$ cat src/design/crs_pkg.sv
// Constants, types and helpers for the clock source and reset sequencer.
// Assumes one 200 MHz clock, configuration word bits held static by the
// surrounding chip, and an 8-bit register port driven on the same clock.
package crs_pkg;

    ////////////////////////////////////////////////////////////////////////
    // Timing
    localparam int CLK_HZ = 200_000_000;
    localparam int CLK_MHZ = 200;
    localparam int POWER_UP_TIMER_TIME_MS = 72;
    localparam int POWER_UP_TIMER_CYCLES = POWER_UP_TIMER_TIME_MS * (CLK_HZ / 1000);
    localparam int FAST_KHZ = 4000;
    localparam int FAST_DIV = CLK_HZ / (FAST_KHZ * 1000);
    localparam int SLOW_KHZ = 37;
    localparam int SLOW_DIV = CLK_HZ / (SLOW_KHZ * 1000);
    localparam int OST_EDGES = 1024;
    localparam int EXTERNAL_RESET_PIN_FILT_NS = 100;
    localparam int EXTERNAL_RESET_PIN_FILT_CYCLES = (EXTERNAL_RESET_PIN_FILT_NS * CLK_MHZ + 999) / 1000;
    localparam logic [1:0] CLOCK_OUTPUT_HALF = 2'h1;

    ////////////////////////////////////////////////////////////////////////
    // Register map and fields
    localparam logic [3:0] REG_STATUS = 4'h0;
    localparam logic [3:0] REG_POWER_CTRL = 4'h1;
    localparam logic [3:0] REG_CAUSE = 4'h2;
    localparam logic [3:0] REG_SCRATCH = 4'h3;
    localparam int STATUS_TO_BIT = 4;
    localparam int STATUS_PD_BIT = 3;
    localparam int PCTL_SPEED_BIT = 3;
    localparam int PCTL_POR_BIT = 1;
    localparam int PCTL_BOD_BIT = 0;
    localparam logic SPEED_RST = 1'h1;
    localparam logic POR_FLAG_RST = 1'h0;
    localparam logic BOD_FLAG_RST = 1'h1;
    localparam logic TO_RST = 1'h1;
    localparam logic PD_RST = 1'h1;

    ////////////////////////////////////////////////////////////////////////
    // Types
    typedef enum logic [2:0] {
        OSC_LP = 3'h0, OSC_XT = 3'h1, OSC_HS = 3'h2, OSC_EC = 3'h3,
        OSC_RC_IO = 3'h4, OSC_RC_CLK = 3'h5, OSC_ER_IO = 3'h6, OSC_ER_CLK = 3'h7
    } crs_osc_mode_t;

    typedef enum logic [2:0] {
        ST_SUPPLY = 3'h0, ST_POWER_UP_TIMER = 3'h1, ST_OST = 3'h3, ST_RUN = 3'h2, ST_BROWN = 3'h6
    } crs_state_t;

    typedef enum logic [1:0] {
        SW_IDLE = 2'h0, SW_OLD = 2'h1, SW_GAP = 2'h3, SW_NEW = 2'h2
    } crs_sw_t;

    typedef struct packed {
        crs_osc_mode_t osc_mode;
        logic power_up_timer_enable_n;
        logic bod_enable;
    } crs_cfg_t;

    typedef struct packed {
        logic wr;
        logic rd;
        logic [3:0] addr;
        logic [7:0] wdata;
    } crs_bus_req_t;

    typedef struct packed {
        logic power_on;
        logic ext_pin_run;
        logic ext_pin_sleep;
        logic wdt_reset;
        logic wdt_wake;
        logic brownout;
    } crs_cause_t;

    ////////////////////////////////////////////////////////////////////////
    // Mode decoding
    function automatic logic is_crystal(input crs_osc_mode_t m);
        return (m == OSC_LP) || (m == OSC_XT) || (m == OSC_HS);
    endfunction

    function automatic logic is_dual(input crs_osc_mode_t m);
        return m[2];
    endfunction

    function automatic logic is_clock_output(input crs_osc_mode_t m);
        return (m == OSC_RC_CLK) || (m == OSC_ER_CLK);
    endfunction

endpackage

$ cat src/design/crs_sequencer.sv
// Clock source selection, dual-speed switching, clock output and reset
// sequencing for the processor core.
// Assumes pins arrive asynchronously, core sleep and watchdog signals and
// the register port are on i_clk, and configuration bits are static.
//
// Added by the designer: the register offsets and the address-and-strobe port.
`timescale 1ns/100ps
module crs_sequencer
    import crs_pkg::*;
#(
    parameter int P_POWER_UP_TIMER_CYCLES = POWER_UP_TIMER_CYCLES,
    parameter int P_SLOW_DIV = SLOW_DIV
) (
    // Clock and power-on reset
    input wire logic i_clk,
    input wire logic i_reset,
    // Configuration word
    input wire crs_cfg_t i_cfg,
    // Pins and analog detectors
    input wire logic i_osc_in_pin,
    input wire logic i_er_osc,
    input wire logic i_ext_reset_pin_n,
    input wire logic i_brownout_det,
    input wire logic i_supply_ok,
    input wire logic i_osc_out_pin,
    output logic o_osc_out_pin,
    output logic o_osc_out_oe,
    // Core side
    input wire logic i_core_sleep,
    input wire logic i_wdt_timeout,
    input wire logic i_gpio_out,
    input wire logic i_gpio_oe,
    output logic o_gpio_in,
    output logic o_core_clk_en,
    output logic o_core_reset,
    output crs_cause_t o_cause,
    // Register port
    input wire crs_bus_req_t i_bus,
    output logic [7:0] o_rd_data
);

    ////////////////////////////////////////////////////////////////////////
    // Declarations
    logic [5:0] sync1_ff;
    logic [5:0] sync2_ff;
    logic osc_d_ff;
    logic er_d_ff;
    logic osc_edge;
    logic er_edge;
    logic ext_pin_s;
    logic bod_s;
    logic supply_s;
    logic filt_ff;
    logic [7:0] filt_cnt_ff;
    logic external_reset_pin_fall;
    logic [5:0] fast_cnt_ff;
    logic [12:0] slow_cnt_ff;
    logic fast_tick;
    logic slow_tick;
    logic speed_req_ff;
    logic speed_ff;
    crs_sw_t sw_ff;
    logic old_tick;
    logic new_tick;
    logic sys_tick;
    crs_state_t state_ff;
    crs_state_t nxt_state;
    logic [23:0] power_up_timer_cnt_ff;
    logic [10:0] ost_cnt_ff;
    logic bod_active;
    logic bod_entry;
    logic wdt_reset_ev;
    logic wdt_wake_ev;
    logic core_rst_ff;
    logic to_ff;
    logic pd_ff;
    logic por_flag_ff;
    logic bod_flag_ff;
    crs_cause_t cause_ff;
    logic [7:0] scratch_ff;
    logic [1:0] div_cnt_ff;
    logic clock_output_ff;
    logic pin_out_ff;
    logic pin_oe_ff;
    logic [7:0] rd_data_ff;
    logic [7:0] rd_mux;
    logic wr_pctl;
    logic wr_status;

    ////////////////////////////////////////////////////////////////////////
    // Pin synchronisers: second stage and beyond feed all logic
    always_ff @(posedge i_clk) begin
        if (i_reset) begin
            sync1_ff <= 6'h00;
            sync2_ff <= 6'h00;
        end else begin
            sync1_ff <= {i_osc_out_pin, i_supply_ok, i_brownout_det,
                         i_ext_reset_pin_n, i_er_osc, i_osc_in_pin};
            sync2_ff <= sync1_ff;
        end
    end

    // Edge detect on the oscillator inputs
    always_ff @(posedge i_clk) begin
        if (i_reset) begin
            osc_d_ff <= 1'h0;
            er_d_ff <= 1'h0;
        end else begin
            osc_d_ff <= sync2_ff[0];
            er_d_ff <= sync2_ff[1];
        end
    end

    assign osc_edge = sync2_ff[0] & ~osc_d_ff;
    assign er_edge = sync2_ff[1] & ~er_d_ff;
    assign ext_pin_s = sync2_ff[2];
    assign bod_s = sync2_ff[3];
    assign supply_s = sync2_ff[4];
    assign o_gpio_in = sync2_ff[5];

    ////////////////////////////////////////////////////////////////////////
    // External reset pin noise filter: level must hold before it is taken
    always_ff @(posedge i_clk) begin
        if (i_reset) begin
            filt_ff <= 1'h1;
            filt_cnt_ff <= 8'h00;
        end else if (ext_pin_s == filt_ff) begin
            filt_cnt_ff <= 8'h00;
        end else if (filt_cnt_ff == 8'(EXTERNAL_RESET_PIN_FILT_CYCLES - 1)) begin
            filt_ff <= ext_pin_s;
            filt_cnt_ff <= 8'h00;
        end else begin
            filt_cnt_ff <= filt_cnt_ff + 8'h01;
        end
    end

    assign external_reset_pin_fall = filt_ff & ~ext_pin_s &
                       (filt_cnt_ff == 8'(EXTERNAL_RESET_PIN_FILT_CYCLES - 1));

    ////////////////////////////////////////////////////////////////////////
    // Internal oscillators, derived from i_clk whatever mode is selected
    always_ff @(posedge i_clk) begin
        if (i_reset) begin
            fast_cnt_ff <= 6'h00;
            slow_cnt_ff <= 13'h0000;
        end else begin
            fast_cnt_ff <= fast_tick ? 6'h00 : fast_cnt_ff + 6'h01;
            slow_cnt_ff <= slow_tick ? 13'h0000 : slow_cnt_ff + 13'h0001;
        end
    end

    assign fast_tick = (fast_cnt_ff == 6'(FAST_DIV - 1));
    assign slow_tick = (slow_cnt_ff == 13'(P_SLOW_DIV - 1));

    // Source tick for a given speed in the configured mode
    function automatic logic src_tick(input logic fast);
        if (!is_dual(i_cfg.osc_mode)) begin
            src_tick = osc_edge;
        end else if (!fast) begin
            src_tick = slow_tick;
        end else if (i_cfg.osc_mode[1]) begin
            src_tick = er_edge;
        end else begin
            src_tick = fast_tick;
        end
    endfunction

    ////////////////////////////////////////////////////////////////////////
    // Glitch-free speed switch: finish an old period, skip one new period
    // Procedural, so that the reads inside the function wake it up
    always_comb begin
        old_tick = src_tick(speed_ff);
        new_tick = src_tick(speed_req_ff);
    end

    always_ff @(posedge i_clk) begin
        if (i_reset) begin
            sw_ff <= SW_IDLE;
            speed_ff <= SPEED_RST;
        end else begin
            unique case (sw_ff)
                SW_IDLE: begin
                    if (!is_dual(i_cfg.osc_mode)) begin
                        speed_ff <= speed_req_ff;
                    end else if (speed_req_ff != speed_ff) begin
                        sw_ff <= SW_OLD;
                    end
                end
                SW_OLD: begin
                    if (old_tick) begin
                        sw_ff <= SW_GAP;
                    end
                end
                SW_GAP: begin
                    if (new_tick) begin
                        sw_ff <= SW_NEW;
                    end
                end
                SW_NEW: begin
                    if (new_tick) begin
                        speed_ff <= speed_req_ff;
                        sw_ff <= SW_IDLE;
                    end
                end
            endcase
        end
    end

    // Tick passed on to the core
    always_comb begin
        unique case (sw_ff)
            SW_IDLE: sys_tick = old_tick;
            SW_OLD: sys_tick = old_tick;
            SW_GAP: sys_tick = 1'h0;
            SW_NEW: sys_tick = new_tick;
        endcase
    end

    assign o_core_clk_en = sys_tick & (state_ff == ST_RUN);

    ////////////////////////////////////////////////////////////////////////
    // Clock output at a quarter of the internal clock
    always_ff @(posedge i_clk) begin
        if (i_reset) begin
            div_cnt_ff <= 2'h0;
            clock_output_ff <= 1'h0;
        end else if (sys_tick) begin
            if (div_cnt_ff == CLOCK_OUTPUT_HALF) begin
                div_cnt_ff <= 2'h0;
                clock_output_ff <= ~clock_output_ff;
            end else begin
                div_cnt_ff <= div_cnt_ff + 2'h1;
            end
        end
    end

    // Second oscillator pin: clock out, general I/O, or left to the crystal
    always_ff @(posedge i_clk) begin
        if (i_reset) begin
            pin_out_ff <= 1'h0;
            pin_oe_ff <= 1'h0;
        end else if (is_clock_output(i_cfg.osc_mode)) begin
            pin_out_ff <= clock_output_ff;
            pin_oe_ff <= 1'h1;
        end else if (is_crystal(i_cfg.osc_mode)) begin
            pin_out_ff <= 1'h0;
            pin_oe_ff <= 1'h0;
        end else begin
            pin_out_ff <= i_gpio_out;
            pin_oe_ff <= i_gpio_oe;
        end
    end

    assign o_osc_out_pin = pin_out_ff;
    assign o_osc_out_oe = pin_oe_ff;

    ////////////////////////////////////////////////////////////////////////
    // Reset events
    assign bod_active = bod_s & i_cfg.bod_enable;
    assign bod_entry = bod_active & (state_ff != ST_BROWN);
    assign wdt_reset_ev = i_wdt_timeout & ~i_core_sleep;
    assign wdt_wake_ev = i_wdt_timeout & i_core_sleep;

    // State after supply is good: timer, start-up wait, or straight on
    function automatic crs_state_t after_supply();
        if (!i_cfg.power_up_timer_enable_n) begin
            after_supply = ST_POWER_UP_TIMER;
        end else if (is_crystal(i_cfg.osc_mode)) begin
            after_supply = ST_OST;
        end else begin
            after_supply = ST_RUN;
        end
    endfunction

    ////////////////////////////////////////////////////////////////////////
    // Sequencer next state
    always_comb begin
        nxt_state = state_ff;
        if (bod_active) begin
            nxt_state = ST_BROWN;
        end else begin
            unique case (state_ff)
                ST_SUPPLY: begin
                    if (supply_s) begin
                        nxt_state = after_supply();
                    end
                end
                ST_BROWN: begin
                    nxt_state = after_supply();
                end
                ST_POWER_UP_TIMER: begin
                    if (power_up_timer_cnt_ff == 24'(P_POWER_UP_TIMER_CYCLES - 1)) begin
                        nxt_state = is_crystal(i_cfg.osc_mode) ? ST_OST : ST_RUN;
                    end
                end
                ST_OST: begin
                    if (osc_edge && ost_cnt_ff == 11'(OST_EDGES - 1)) begin
                        nxt_state = ST_RUN;
                    end
                end
                ST_RUN: begin
                    if (wdt_wake_ev && is_crystal(i_cfg.osc_mode)) begin
                        nxt_state = ST_OST;
                    end
                end
                default: nxt_state = ST_SUPPLY;
            endcase
        end
    end

    // Falling supply after start-up is not acted on here
    always_ff @(posedge i_clk) begin
        if (i_reset) begin
            state_ff <= ST_SUPPLY;
        end else begin
            state_ff <= nxt_state;
        end
    end

    // Power-up timer, cleared on every entry
    always_ff @(posedge i_clk) begin
        if (i_reset || state_ff != ST_POWER_UP_TIMER) begin
            power_up_timer_cnt_ff <= 24'h000000;
        end else begin
            power_up_timer_cnt_ff <= power_up_timer_cnt_ff + 24'h000001;
        end
    end

    // Start-up timer counts input pin edges
    always_ff @(posedge i_clk) begin
        if (i_reset || state_ff != ST_OST) begin
            ost_cnt_ff <= 11'h000;
        end else if (osc_edge) begin
            ost_cnt_ff <= ost_cnt_ff + 11'h001;
        end
    end

    ////////////////////////////////////////////////////////////////////////
    // Core reset: held through timers and pin, released on a clock tick
    always_ff @(posedge i_clk) begin
        if (i_reset) begin
            core_rst_ff <= 1'h1;
        end else if (bod_active || !filt_ff || wdt_reset_ev || state_ff == ST_POWER_UP_TIMER ||
                     state_ff == ST_SUPPLY) begin
            core_rst_ff <= 1'h1;
        end else if (sys_tick && state_ff == ST_RUN) begin
            core_rst_ff <= 1'h0;
        end
    end

    assign o_core_reset = core_rst_ff;

    ////////////////////////////////////////////////////////////////////////
    // Register port decode
    assign wr_pctl = i_bus.wr && i_bus.addr == REG_POWER_CTRL;
    assign wr_status = i_bus.wr && i_bus.addr == REG_STATUS;

    // Cause flags: hardware events win over same-cycle writes
    always_ff @(posedge i_clk) begin
        if (i_reset) begin
            to_ff <= TO_RST;
            pd_ff <= PD_RST;
            cause_ff <= '{power_on: 1'h1, default: 1'h0};
        end else begin
            if (wr_status) begin
                to_ff <= i_bus.wdata[STATUS_TO_BIT];
                pd_ff <= i_bus.wdata[STATUS_PD_BIT];
            end
            if (bod_entry) begin
                to_ff <= 1'h1;
                pd_ff <= 1'h1;
                cause_ff <= '{brownout: 1'h1, default: 1'h0};
            end else if (external_reset_pin_fall && i_core_sleep) begin
                to_ff <= 1'h1;
                pd_ff <= 1'h0;
                cause_ff <= '{ext_pin_sleep: 1'h1, default: 1'h0};
            end else if (external_reset_pin_fall) begin
                cause_ff <= '{ext_pin_run: 1'h1, default: 1'h0};
            end else if (wdt_wake_ev) begin
                to_ff <= 1'h0;
                pd_ff <= 1'h0;
                cause_ff <= '{wdt_wake: 1'h1, default: 1'h0};
            end else if (wdt_reset_ev) begin
                to_ff <= 1'h0;
                cause_ff <= '{wdt_reset: 1'h1, default: 1'h0};
            end
        end
    end

    assign o_cause = cause_ff;

    // Power control register
    always_ff @(posedge i_clk) begin
        if (i_reset) begin
            speed_req_ff <= SPEED_RST;
            por_flag_ff <= POR_FLAG_RST;
            bod_flag_ff <= BOD_FLAG_RST;
        end else begin
            if (wr_pctl) begin
                speed_req_ff <= i_bus.wdata[PCTL_SPEED_BIT];
                por_flag_ff <= i_bus.wdata[PCTL_POR_BIT];
                bod_flag_ff <= i_bus.wdata[PCTL_BOD_BIT];
            end
            if (bod_entry) begin
                bod_flag_ff <= 1'h0;
            end
            if (bod_entry || external_reset_pin_fall || wdt_reset_ev) begin
                speed_req_ff <= SPEED_RST;
            end
        end
    end

    // Scratch storage that no reset touches
    always_ff @(posedge i_clk) begin
        if (i_bus.wr && i_bus.addr == REG_SCRATCH) begin
            scratch_ff <= i_bus.wdata;
        end
    end

    // Read multiplexer
    always_comb begin
        rd_mux = 8'h00;
        unique case (i_bus.addr)
            REG_STATUS: begin
                rd_mux[STATUS_TO_BIT] = to_ff;
                rd_mux[STATUS_PD_BIT] = pd_ff;
            end
            REG_POWER_CTRL: begin
                rd_mux[PCTL_SPEED_BIT] = speed_req_ff;
                rd_mux[PCTL_POR_BIT] = por_flag_ff;
                rd_mux[PCTL_BOD_BIT] = bod_flag_ff;
            end
            REG_CAUSE: rd_mux = {2'h0, cause_ff};
            REG_SCRATCH: rd_mux = scratch_ff;
            default: rd_mux = 8'h00;
        endcase
    end

    // Read data stands only in the cycle after the strobe
    always_ff @(posedge i_clk) begin
        if (i_reset) begin
            rd_data_ff <= 8'h00;
        end else begin
            rd_data_ff <= i_bus.rd ? rd_mux : 8'h00;
        end
    end

    assign o_rd_data = rd_data_ff;

endmodule

$ cat config.mk
export PLATFORM = sky130hd
export DESIGN_NAME = crs_sequencer
export DESIGN_NICKNAME = d
export VERILOG_FILES = /design/src/design/crs_pkg.sv /design/src/design/crs_sequencer.sv
export SDC_FILE = /design/constraint.sdc
export NUM_CORES = 1
export LEC_CHECK = 0
export BUFFER_PORTS_ARGS = -buffer_cell sky130_fd_sc_hd__buf_4
export CORE_AREA = 4 4 114 105
export DETAILED_ROUTE_END_ITERATION = 10
export DIE_AREA = 0 0 118 109
export GPL_ROUTABILITY_DRIVEN = 0
export PLACE_DENSITY = 0.65
export SLEW_MARGIN = 30
export SYNTH_ARGS = -nofsm -noshare
export SYNTH_HDL_FRONTEND = slang
export SYNTH_SLANG_ARGS = --single-unit
$ cat constraint.sdc
create_clock -name i_clk -period 3.5 [get_ports i_clk]
set_input_delay 0.7 -clock i_clk [delete_from_list [all_inputs] [get_ports i_clk]]
set_output_delay 0.7 -clock i_clk [all_outputs]
set_load 0.02 [all_outputs]
==> impl_metrics.tcl <==
set metrics [dict create \
    worstMarginPinSlew_ns 0.8159 \
    row_count 36 \
    ys_ff_latch 116 \
    die_w_um 118 \
    final_common_cell "dfxtp_1" \
    rr_startpoint "fast_cnt_ff[0]" \
    worst_hold_slack_ns 0.4386 \
    cp.required_ns 2.80 \
    wl_met1_mm 4.373 \
    clock_path_buffers 2 \
    cts_buffers 17 \
    cts_tree "yes" \
    avgRoutedWirePerCell_um 12.81 \
    grt_pass1_vias 3453 \
    synth_cell_types 52 \
    post-route-drc-count 0 \
    start_kind "flop" \
    drive_gt1_share_pct 15.72 \
    fin_area_um2 5887 \
    die-area_um2 12860 \
    postCtsSetupRepairBufs 0 \
    fmax_ghz 0.3219 \
    path_class "reg2out" \
    start_util_pct 44.32 \
    finalHoldViolations 0 \
    io_buffers 49 \
    grt.overflow.total 0 \
    syn_nets 551 \
    setup_violations 0 \
    power_density_nw_per_um2 580.5 \
    final_cell_mix "108 x dfxtp_1, 94 x nor2_1, 49 x buf_4, 35 x xor2_1, 34 x nand2_1" \
    slew_headroom_pct 45.11 \
    grt_pass1_wl_mm 15.86 \
    end_kind "output pin" \
    cp_max_fo 4 \
    drt_wl_total_mm 9.119 \
    crit_end "o_core_clk_en" \
    holdPathStages 1 \
    clkSlewWorstSetupHoldPaths_ns 0.05 \
    nFillCells 1002 \
    power.leakage_nw 2.331 \
    synth_flop_cell "dfxtp_1" \
    syn_inst 512 \
    io_pins 50 \
    grt_max_degree 40 \
    period_minus_slack_ns 3.107 \
    min_period_over_period_pct 88.77 \
    coreArea_um2 10720 \
    setup.worst_path.start "fast_cnt_ff[0]" \
    synth.avg_cell_area_um2 9.279 \
    netlist_area_um2 4751 \
    finalSetupTns_ns 0 \
    postCtsHoldBufs 0 \
    worst-r2r-cell-count 7 \
    ff2ff_setup_slack_ns 1.38 \
    dr_wl_met3_um 375 \
    nets 605 \
    cts_root_buffer "clkbuf_16" \
    fp.dieH_um 109 \
    place_area_um2 5233 \
    drtIter0Drc 185 \
    area_growth_pct 23.91 \
    h-tree-depth 4 \
    ir_worst_vdd_v 0.0003808 \
    met2_length_mm 4.257 \
    cap_violations 0 \
    cts_resized 0 \
    numClockSinks 116 \
    synth-async-reset-ratio_pct 0 \
    fin_skew_ns 0.008154 \
    r2r_end "clock_output_ff" \
    via_per_inst 5.006 \
    finalMaxSlewViolations 0 \
    synth_warnings 0 \
    drtPass1Iterations 4 \
    hp-class "reg2reg" \
    synth-edff-count 8 \
    insertedDiodeCount 0 \
    top_layer "met4" \
    rsz0062_at_grt "no" \
    antenna_found_initial 0 \
    grt_usage_pct 15.51 \
    dpl.hpwl_mm 6.455 \
    ant_nets 0 \
    ys_seq_area_share_pct 50.57 \
    status "completed" \
    vias 3564 \
    worst_ep_arrival_time_ns 2.41 \
    clkLatencyLatePin_ns 0.41 \
]
==> metal layers <==
metal,GRT usage (%),vias up
met5,0,-
met4,7.029,0
met3,5.290,10
met2,25.44,60
met1,18.66,1655
li1,-,1839
==> cell type report <==
type,count,area (µm²),share of cell area (%)
Sequential cell,116,2402,40.81
Tap cell,133,166.4,2.827
Clock inverter,9,145.1,2.465
Timing Repair Buffer,49,367.9,6.249
Multi-Input combinational cell,363,2225,37.79
Inverter,19,71.32,1.211
Clock buffer,23,509.2,8.650
==> sequential cells by signal, indices dropped and copies added, names as in the netlist, 2 cells and up <==
name,count
sync2_ff,6
ost_cnt_ff,11
sw_ff,2
div_cnt_ff,2
scratch_ff,8
sync1_ff,6
filt_cnt_ff,8
power_up_timer_cnt_ff,24
o_rd_data,8
state_ff,3
fast_cnt_ff,6
o_cause,6
slow_cnt_ff,13
==> metrics by stage <==
stage | utilization (%) | setup slack (ns) | total power (W) | std cells
floorplan | - | 1.001 | 0.001508 | 512
finish | 54.91 | 0.3932 | 0.003417 | 712
CTS | 54.91 | 0.3411 | 0.003464 | 712
global route | 54.91 | 0.1332 | 0.003548 | 712
detailed placement | 48.81 | 0.6314 | 0.001572 | 680
global placement | 48.81 | 0.6887 | 0.001568 | 680
==> how the worst min path moves through the flow <==
stage / end / slack, ns / start
2_1_floorplan: sync2_ff[0] / 0.41 / sync1_ff[0]
3_3_place_gp: sync2_ff[0] / 0.42 / sync1_ff[0]
3_5_place_dp: sync2_ff[0] / 0.43 / sync1_ff[0]
4_1_cts: sync2_ff[1] / 0.44 / sync1_ff[1]
5_1_grt: scratch_ff[2] / 0.45 / i_bus[2]
6_report: sync2_ff[1] / 0.44 / sync1_ff[1]
==> cell families after synthesis <==
kind of cell / count (synthesis) / synth area share (%)
compound gates: 47 / 6.478
mux: 15 / 3.476
fa+ha+maj: 8 / 2.107
simple gates: 242 / 25.36
flops: 116 / 50.57
buf+inv: 33 / 2.607
xor+xnor: 51 / 9.402
==> critical path, cell delays in order, from the launching register on <==
cell	delay, ns
dfxtp_1	0.38
ha_1	0.17
nand4b_1	0.14
o311ai_1	0.35
nor2_1	0.12
nor4_2	0.40
o2111a_1	0.29
buf_4	0.15
==> synth_stat cells (11+ instances only) <==
| cell | instances | area, µm² |
|---|---|---|
| dfxtp_1 | 108 | 2162 |
| nor2_1 | 94 | 352.8 |
| xor2_1 | 35 | 306.5 |
| nand2_1 | 34 | 127.6 |
| nand3_1 | 28 | 140.1 |
| nor2b_1 | 21 | 131.4 |
| inv_1 | 19 | 71.32 |
| xnor2_1 | 16 | 140.1 |
| a21oi_1 | 15 | 75.07 |
| and3_1 | 15 | 93.84 |
| clkbuf_1 | 13 | 48.80 |
| mux2i_1 | 12 | 120.1 |
| o21ai_0 | 11 | 55.05 |
==> where the power goes <==
group          internal, W  switching, W  leakage, nW
Sequential         0.00137     0.0000237        0.950
Combinational    0.0000743     0.0000796         1.05
Clock              0.00130      0.000570        0.328
Note: power is estimated with default switching activity, not from simulation.
